$ cat src/design/sms_params.svh
/*
 * Constants of the serial module status block: buffer word addresses,
 * field positions, codes and default settings.
 * Assumes inclusion by the block's package users, once per compile unit.
 */
`ifndef SMS_PARAMS_SVH
`define SMS_PARAMS_SVH
// buffer memory word addresses
`define SMS_A_STATUS   7'h04
`define SMS_A_SWECHO   7'h05
`define SMS_A_CMD      7'h0c
`define SMS_A_RXERR1   7'h10
`define SMS_A_TXERR1   7'h11
`define SMS_A_TRAIL1   7'h18
`define SMS_A_TMO1     7'h19
`define SMS_A_RXERR2   7'h50
`define SMS_A_TXERR2   7'h51
`define SMS_A_TRAIL2   7'h58
`define SMS_A_TMO2     7'h59
// status word fields
`define SMS_B_READY    15
`define SMS_B_FAULT    14
// receive error flag positions within the 4-bit flag group
`define SMS_F_BRK      3
`define SMS_F_PAR      2
`define SMS_F_FRM      1
`define SMS_F_OVR      0
// commands
`define SMS_CMD_COLD   16'h80ff
`define SMS_CMD_HOT    16'h80fe
// module status codes
`define SMS_EC_NONE    8'h00
`define SMS_EC_CPU     8'h01
`define SMS_EC_PROG    8'h02
`define SMS_EC_WORK    8'h03
`define SMS_EC_BUF     8'h04
`define SMS_EC_SWITCH  8'h05
`define SMS_EC_WDOG    8'h10
`define SMS_EC_TRAP    8'h11
`define SMS_EC_BUFTMO  8'h12
// receive and transmit codes
`define SMS_RC_TMO     8'h01
`define SMS_RC_LEN     8'h02
`define SMS_RC_OVF     8'h03
`define SMS_TC_NOTRAIL 8'h01
// defaults and limits (time-out in 0.1 s units)
`define SMS_TRAIL_DEF  8'h0d
`define SMS_TMO_DEF    16'h000a
`define SMS_TMO_MIN    16'h0001
`define SMS_TMO_MAX    16'h0258
`define SMS_MSG_MAX    896
`endif

$ cat src/design/sms_pkg.sv
/*
 * Types of the serial module status block.
 * Assumes sms_params.svh supplies the numeric constants.
 */
package sms_pkg;
  typedef enum logic [1:0] {
    SMS_INIT  = 2'b00,
    SMS_READY = 2'b01,
    SMS_FAULT = 2'b11
  } sms_state_t;
  // buffer memory access from the controller
  typedef struct packed {
    logic        rd;
    logic        wr;
    logic [6:0]  addr;
    logic [15:0] wdata;
  } sms_bus_t;
  // per-channel events from the serial engines (pulses, busy levels)
  typedef struct packed {
    logic rxStart;
    logic line_break_flag;
    logic par;
    logic frm;
    logic ovr;
    logic tmo;
    logic lenOver;
    logic bufOvf;
    logic txStart;
    logic noTrail;
    logic rxBusy;
    logic txBusy;
  } sms_chev_t;
  typedef struct packed {
    logic [3:0] flags;
    logic [7:0] code;
  } sms_rxerr_t;
  // whole state of the block
  typedef struct packed {
    sms_state_t            state;
    logic [7:0]            errCode;
    logic [7:0]            sw;
    logic [15:0]           cmd;
    sms_rxerr_t [1:0]      rxErr;
    logic [1:0][7:0]       txCode;
    logic [1:0][7:0]       trailStage;
    logic [1:0][7:0]       trailAct;
    logic [1:0][15:0]      tmoStage;
    logic [1:0][15:0]      tmoAct;
    logic [15:0]           rdata;
    logic [15:0]           status;
    logic                  ack;
    logic                  coldPulse;
    logic                  hotPulse;
    logic                  runLed;
    logic [1:0]            txLed;
    logic [1:0]            rxLed;
    logic [1:0]            discard;
  } sms_st_t;
endpackage : sms_pkg

$ cat src/design/sms_status.sv
/*
 * Status and error reporting of a two-channel serial module: status
 * word, switch echo, per-channel error words, command and settings
 * words, and the indicator outputs.
 * Assumes the serial engines report events as one-cycle pulses on mclk
 * and the controller reads and writes buffer words as one-cycle strobes.
 */
`timescale 1ns/1ps
`include "sms_params.svh"

module sms_status (
  input  wire logic               mclk,
  input  wire logic               rst,
  input  wire sms_pkg::sms_bus_t  bus,
  output logic [15:0]             busRdata,
  output logic                    busAck,
  input  wire logic [3:0]         rotarySwitchOne,
  input  wire logic [3:0]         rotarySwitchTwo,
  input  wire logic               initDone,
  input  wire logic               initFault,
  input  wire logic [2:0]         initKind,
  input  wire logic               runFault,
  input  wire logic [1:0]         runKind,
  input  wire sms_pkg::sms_chev_t ch1Ev,
  input  wire sms_pkg::sms_chev_t ch2Ev,
  output logic                    coldRestart,
  output logic                    hotApplied,
  output logic [15:0]             statusWord,
  output logic [1:0]              rxDiscard,
  output logic [15:0]             trailCodes,
  output logic [31:0]             timeouts,
  output logic                    runIndicator,
  output logic                    ch1_send_indicator,
  output logic                    ch1_receive_indicator,
  output logic                    ch2_send_indicator,
  output logic                    ch2_receive_indicator
);
  sms_pkg::sms_st_t  s;
  sms_pkg::sms_st_t  next_s;
  sms_pkg::sms_chev_t [1:0] ev;

  assign ev = {ch2Ev, ch1Ev};

  // next state of the whole block
  always_comb begin
    next_s = s;
    next_s.ack = bus.rd | bus.wr;
    next_s.coldPulse = 1'b0;
    next_s.hotPulse = 1'b0;
    next_s.discard = 2'b00;
    next_s.sw = {rotarySwitchOne, rotarySwitchTwo};
    // module state and status code
    case (s.state)
      sms_pkg::SMS_INIT: begin
        if (initFault) begin
          next_s.state = sms_pkg::SMS_FAULT;
          case (initKind)
            3'h1: next_s.errCode = `SMS_EC_CPU;
            3'h2: next_s.errCode = `SMS_EC_PROG;
            3'h3: next_s.errCode = `SMS_EC_WORK;
            3'h4: next_s.errCode = `SMS_EC_BUF;
            default: next_s.errCode = `SMS_EC_SWITCH;
          endcase
        end else if (initDone) begin
          next_s.state = sms_pkg::SMS_READY;
          next_s.errCode = `SMS_EC_NONE;
        end
      end
      sms_pkg::SMS_READY: begin
        if (runFault) begin
          next_s.state = sms_pkg::SMS_FAULT;
          case (runKind)
            2'h0: next_s.errCode = `SMS_EC_WDOG;
            2'h1: next_s.errCode = `SMS_EC_TRAP;
            default: next_s.errCode = `SMS_EC_BUFTMO;
          endcase
        end
      end
      sms_pkg::SMS_FAULT: next_s.state = sms_pkg::SMS_FAULT;
      default: next_s.state = sms_pkg::SMS_INIT;
    endcase
    // cold reset completes when initialisation ends; hot at once
    if (s.cmd == `SMS_CMD_COLD && s.state != sms_pkg::SMS_INIT) begin
      next_s.cmd = 16'h0000;
    end
    if (s.cmd == `SMS_CMD_HOT) begin
      next_s.cmd = 16'h0000;
      next_s.hotPulse = 1'b1;
      for (int i = 0; i < 2; i++) begin
        next_s.trailAct[i] = s.trailStage[i];
        if (s.tmoStage[i] >= `SMS_TMO_MIN &&
            s.tmoStage[i] <= `SMS_TMO_MAX) begin
          next_s.tmoAct[i] = s.tmoStage[i];
        end
      end
    end
    // channel error words and indicators
    for (int i = 0; i < 2; i++) begin
      if (ev[i].rxStart) begin
        next_s.rxErr[i] = '0; // new message starts clean
      end
      if (ev[i].txStart) begin
        next_s.txCode[i] = `SMS_EC_NONE;
      end
      if (ev[i].line_break_flag) next_s.rxErr[i].flags[`SMS_F_BRK] = 1'b1;
      if (ev[i].par) next_s.rxErr[i].flags[`SMS_F_PAR] = 1'b1;
      if (ev[i].frm) next_s.rxErr[i].flags[`SMS_F_FRM] = 1'b1;
      if (ev[i].ovr) next_s.rxErr[i].flags[`SMS_F_OVR] = 1'b1;
      if (ev[i].bufOvf) begin
        next_s.rxErr[i].code = `SMS_RC_OVF;
      end else if (ev[i].lenOver) begin
        next_s.rxErr[i].code = `SMS_RC_LEN;
      end else if (ev[i].tmo) begin
        next_s.rxErr[i].code = `SMS_RC_TMO;
      end
      next_s.discard[i] = ev[i].line_break_flag | ev[i].par | ev[i].frm |
                          ev[i].ovr | ev[i].lenOver | ev[i].bufOvf;
      if (ev[i].noTrail) begin
        next_s.txCode[i] = `SMS_TC_NOTRAIL;
      end
      next_s.txLed[i] = ev[i].txBusy;
      next_s.rxLed[i] = ev[i].rxBusy;
    end
    // controller writes: only command and settings words take data
    if (bus.wr) begin
      case (bus.addr)
        `SMS_A_CMD:    next_s.cmd = bus.wdata;
        `SMS_A_TRAIL1: next_s.trailStage[0] = bus.wdata[7:0];
        `SMS_A_TRAIL2: next_s.trailStage[1] = bus.wdata[7:0];
        `SMS_A_TMO1:   next_s.tmoStage[0] = bus.wdata;
        `SMS_A_TMO2:   next_s.tmoStage[1] = bus.wdata;
        default: ;
      endcase
    end
    // cold reset restarts everything with default settings
    if (bus.wr && bus.addr == `SMS_A_CMD &&
        bus.wdata == `SMS_CMD_COLD) begin
      next_s.state = sms_pkg::SMS_INIT;
      next_s.errCode = `SMS_EC_NONE;
      next_s.coldPulse = 1'b1;
      next_s.rxErr = '0;
      next_s.txCode = '0;
      for (int i = 0; i < 2; i++) begin
        next_s.trailStage[i] = `SMS_TRAIL_DEF;
        next_s.trailAct[i] = `SMS_TRAIL_DEF;
        next_s.tmoStage[i] = `SMS_TMO_DEF;
        next_s.tmoAct[i] = `SMS_TMO_DEF;
      end
    end
    next_s.runLed = (next_s.state == sms_pkg::SMS_READY);
    // status word copy kept in a flop for the output
    next_s.status = {next_s.state == sms_pkg::SMS_READY,
                     next_s.state == sms_pkg::SMS_FAULT,
                     6'h00, next_s.errCode};
    // read data, unmapped words read zero
    next_s.rdata = 16'h0000;
    if (bus.rd) begin
      case (bus.addr)
        `SMS_A_STATUS: next_s.rdata = {s.state == sms_pkg::SMS_READY,
                                       s.state == sms_pkg::SMS_FAULT,
                                       6'h00, s.errCode};
        `SMS_A_SWECHO: next_s.rdata = {8'h00, s.sw};
        `SMS_A_CMD:    next_s.rdata = s.cmd;
        `SMS_A_RXERR1: next_s.rdata = {4'h0, s.rxErr[0]};
        `SMS_A_RXERR2: next_s.rdata = {4'h0, s.rxErr[1]};
        `SMS_A_TXERR1: next_s.rdata = {8'h00, s.txCode[0]};
        `SMS_A_TXERR2: next_s.rdata = {8'h00, s.txCode[1]};
        `SMS_A_TRAIL1: next_s.rdata = {8'h00, s.trailStage[0]};
        `SMS_A_TRAIL2: next_s.rdata = {8'h00, s.trailStage[1]};
        `SMS_A_TMO1:   next_s.rdata = s.tmoStage[0];
        `SMS_A_TMO2:   next_s.rdata = s.tmoStage[1];
        default:       next_s.rdata = 16'h0000;
      endcase
    end
  end

  // state register with synchronous reset (acts as a cold start)
  always_ff @(posedge mclk) begin
    if (rst) begin
      s <= '0;
      s.state <= sms_pkg::SMS_INIT;
      s.trailStage <= {2{`SMS_TRAIL_DEF}};
      s.trailAct <= {2{`SMS_TRAIL_DEF}};
      s.tmoStage <= {2{`SMS_TMO_DEF}};
      s.tmoAct <= {2{`SMS_TMO_DEF}};
    end else begin
      s <= next_s;
    end
  end

  // outputs straight from the state register
  assign busRdata = s.rdata;
  assign busAck = s.ack;
  assign coldRestart = s.coldPulse;
  assign hotApplied = s.hotPulse;
  assign statusWord = s.status;
  assign rxDiscard = s.discard;
  assign trailCodes = {s.trailAct[1], s.trailAct[0]};
  assign timeouts = {s.tmoAct[1], s.tmoAct[0]};
  assign runIndicator = s.runLed;
  assign ch1_send_indicator = s.txLed[0];
  assign ch1_receive_indicator = s.rxLed[0];
  assign ch2_send_indicator = s.txLed[1];
  assign ch2_receive_indicator = s.rxLed[1];
endmodule : sms_status

$ cat config.mk
export PLATFORM = sky130hd
export DESIGN_NAME = sms_status
export DESIGN_NICKNAME = d
export VERILOG_FILES = /design/src/design/sms_pkg.sv /design/src/design/sms_status.sv
export VERILOG_INCLUDE_DIRS = /design/src /design/src/design
export SDC_FILE = /design/constraint.sdc
export NUM_CORES = 1
export LEC_CHECK = 0
export BUFFER_PORTS_ARGS = -buffer_cell sky130_fd_sc_hd__buf_4
export CORE_MARGIN = 2
export CORE_UTILIZATION = 59
export CTS_BUF_LIST = sky130_fd_sc_hd__clkbuf_16
export CTS_CLUSTER_DIAMETER = 40
export DETAILED_ROUTE_END_ITERATION = 8
export HOLD_SLACK_MARGIN = 0.02
export PLACE_DENSITY_LB_ADDON = 0.1
export RECOVER_POWER = 50
export REMOVE_ABC_BUFFERS = 1
export SYNTH_ARGS = -nofsm -noshare
export SYNTH_HDL_FRONTEND = slang
export SYNTH_SLANG_ARGS = --single-unit
$ cat constraint.sdc
create_clock -name mclk -period 7.4 [get_ports mclk]
set_input_delay 1.85 -clock mclk [delete_from_list [all_inputs] [get_ports mclk]]
set_output_delay 1.85 -clock mclk [all_outputs]
set_load 0.01 [all_outputs]
==> run summary <==
The run finished, with violations left. The checks that failed: max-capacitance violations, max-slew violations. The sequential fraction of design power is 50.1%. The highest clock rate is 198 MHz.

In this run the core area contains 40 standard-cell rows. The boundary pin count is 157. Global routing consumed, over all layers together, 28.0% of the routing resources. The worst setup path is launched from an input pin. The design draws 1880 uW. The initial antenna violation count came out at 0. The via count of the first global-routing pass is 5706. The internal power of the cells totals 1460 uW. The total number of vias came out at 5888.

The number of clock buffers inserted by TritonCTS is 17. The root buffer cell chosen for the clock tree is clkbuf_16. The worst clock skew is 0.00814 ns. The net load switching power is 421 uW. Prior to clock tree synthesis, the placed netlist has a worst setup slack of 2.49 ns. The number of hold violations in the final report came out at 0. The layout net count came out at 941.

The die extent in x came out at 116 um. The leakage power is 0.00311 uW. Buffers inserted to repair hold after CTS numbered 0. The post-layout minimum cycle time is 5.05 ns. The global-route wire length before repair came out at 28800 um.

After routing, the total negative slack on setup checks comes to 0 ns. The worst supply voltage drop on vdd is 0.000173 V. The final wirelength is 18300 um.

Setup repair after global routing left no endpoint under its margin. In this run the worst hold path is classified as reg2reg. The post-detailed-route wirelength per cell came out at 17.4 um. The floorplan step defined a die boundary enclosing 13400 sq um.

The number of fill cells in the layout came out at 1078. The placer's final routability congestion estimate is 0.904. The register bit total from synthesis is 171. The warning count from the yosys run is 0. After synthesis the cells add up to 7360 sq um.

The worst setup path is captured at a flip-flop. The detailed placement HPWL came out at 13100 um. The routed via count divided by cell count came out at 5.59. The signed area change from the synthesized netlist to the final layout came out at 11.2%. The post-CTS repair timing setup buffer count came out at 0. Dividing total power by cell area gives a power density of 230 nW/um^2. The number of instances resized during post-cts repair is 0.

In this run the remaining antenna-violating nets after routing total 0. The final count of pins violating max slew is 56. TritonCTS built the clock tree. The transition time of the tightest slew-check pin came out at 1.52 ns. The clock-pin transition on the worst setup and hold timing paths came out at 0.06 ns.

The layout cell share with drive strength beyond 1 is 13.5%. The number of sinks handled by clock tree synthesis came out at 171. The switching share of power is 22.3%. Summing the sequential cell areas from Yosys gives 46.5% of the chip area. The core footprint came out at 12100 sq um. Registers take 3420 sq um. The headroom to the max-slew limit is -1.36%. The ratio of final minimum period to clock period came out at 68.3%. The arrival time of data at the critical path endpoint came out at 5.38 ns.

The top fanout value on the critical path is 42. The final design instance area without fill is 8180 sq um. The number of remaining DRC errors is 0. The category of the most critical setup path is in2reg.

The number of antenna diodes in the final layout is 0. The count of max-cap constraint violations came out at 2. Counting every instance in the synthesized netlist gives 817. The number of design-rule violations left by the first detailed-router iteration is 464. The worst path required time came out at 7.72 ns. The clock network fraction of total power came out at 44.0%. The initial standard-cell utilization of the core is 60.7%. The final count of negative-setup-slack endpoints is 0. The number of distinct library cell variants in the gate-level netlist after synthesis came out at 50. The longest clock path from root to sink contains 2 buffers. The clock latency on the worst-skew pair is 0.43 ns. Entering global routing, the biggest net connects 43 pins. The final worst-path setup slack came out at 2.35 ns. The number of enable-type register cells in the synthesized netlist is 0. After synthesis, the share of flip-flops with an asynchronous set or reset is 0%. The placed standard-cell area came out at 7960 sq um. Cells fill 67.5% of the core in the end. The total of buffers placed on input and output ports is 150. The number of optimization iterations in the first detailed-route pass came out at 5.

Combinational logic burns 5.9% of the power. A synthesized cell averages 9.00 sq um. The overall die height came out at 116 um. The total overflow left after global routing is 0. In the final layout, the multi-input gates occupy 3130 sq um. Among all flip-flop cells after synthesis, the most frequent one is dfxtp_1. The number of levels the H-tree was split into is 4.
-- power by group through the flow --
stage / logic, uW / registers, uW / clock network, uW
final: 111 / 944 / 829
after global routing: 122 / 945 / 877
after CTS: 114 / 944 / 836
after detailed placement: 113 / 964 / 0
after global placement: 111 / 964 / 0
after floorplan: 43.2 / 964 / 0
-- worst max-delay path, cell delays in order --
cell and delay [ns]:
clkbuf_1 0.57, nor3b_1 0.66, nand4_1 0.58, o21bai_4 1.00, buf_4 0.38, nor2_1 0.13, and2_1 0.18
-- cell families after synthesis --
kind of cell	count (synthesis)	share of synthesized area (%)
compound gates	127	11.0
xor+xnor	1	0.119
buf+inv	129	11.4
flops	171	46.5
mux	77	10.6
other cells	1	0.0510
simple gates	311	20.3
-- registers in the layout (all words and copies together), names as in the netlist, 2 cells and up --
name and count:
busRdata 16, statusWord 3, rxDiscard 2, timeouts 32, trailCodes 16, s 95
-- Yosys cell counts, drive strengths merged, types with 2 or more instances --
| cell | instances | share of area [%] |
|---|---|---|
| a2111o | 2 | 0.31 |
| o21ai | 5 | 0.34 |
| o22a | 7 | 0.83 |
| o22ai | 8 | 0.68 |
| or4b | 2 | 0.27 |
| nand3 | 6 | 0.41 |
| nor2 | 97 | 5.5 |
| nor2b | 15 | 1.3 |
| a31oi | 3 | 0.26 |
| clkbuf | 29 | 1.5 |
| nand2 | 122 | 6.2 |
| o32a | 2 | 0.27 |
| a221oi | 9 | 1.1 |
| a211o | 2 | 0.24 |
| nand3b | 2 | 0.20 |
| a21oi | 74 | 5.0 |
| o211ai | 2 | 0.20 |
| nor4 | 7 | 0.68 |
| a22o | 8 | 0.95 |
| or4 | 10 | 1.1 |
| nor3b | 5 | 0.51 |
| mux2i | 76 | 10 |
| and3 | 5 | 0.43 |
| buf | 94 | 9.6 |
| and2 | 13 | 1.1 |
| nand4 | 9 | 0.77 |
| nor3 | 9 | 0.75 |
| or4bb | 2 | 0.31 |
| or3 | 2 | 0.17 |
| inv | 6 | 0.31 |
| dfxtp | 171 | 47 |
| a2111oi | 2 | 0.41 |
-- cells in the final DEF, fill, tap and decap left out, types with 7 or more instances in the layout --
cell,n
dfxtp_1,171
nand2_1,122
clkbuf_1,86
nor2_1,80
mux2i_1,76
a21oi_1,74
buf_4,70
nor2_2,17
clkbuf_16,17
nor2b_1,15
and2_1,12
nand4_1,9
inv_1,9
a221oi_1,9
or4_1,8
a22o_1,8
o22ai_1,8
nor3_1,7
o22a_1,7
-- metal layers --
layer | up-vias | GRT usage (%) | routed length (um)
met4 | 0 | 10.2 | 378
met2 | 245 | 44.7 | 8600
met3 | 39 | 7.79 | 1480
li1 | 2837 | - | -
met1 | 2767 | 36.6 | 7880
met5 | - | 0 | 0
-- worst paths after layout --
check                           start                        end  slack [ns]  depth (start not counted)
setup reg to reg    s[186]$_SDFF_PP0_   timeouts[5]$_SDFFE_PP0P_        4.48                          6
hold reg to reg   s[167]$_SDFFE_PP0P_        s[167]$_SDFFE_PP0P_        0.45                          2
setup / recovery              bus[22]  timeouts[31]$_SDFFE_PP0P_        2.35                          7
hold / removal    s[167]$_SDFFE_PP0P_        s[167]$_SDFFE_PP0P_        0.45                          2
-- layout make-up --
class	instances	share of cell area, %
Inverter	6	0.275
Sequential cell	171	41.9
Clock buffer	17	5.20
Tap cell	168	2.57
Timing Repair Buffer	156	10.4
Multi-Input combinational cell	522	38.3
Clock inverter	14	1.41
-- stage by stage --
stage                     std cells  hold slack (ns)
after global routing           1054            0.478
after global placement         1023            0.448
final                          1054            0.453
after floorplan                 699            0.436
after detailed placement       1023            0.448
after CTS                      1054            0.456
Note: power is estimated with default switching activity, not from simulation.
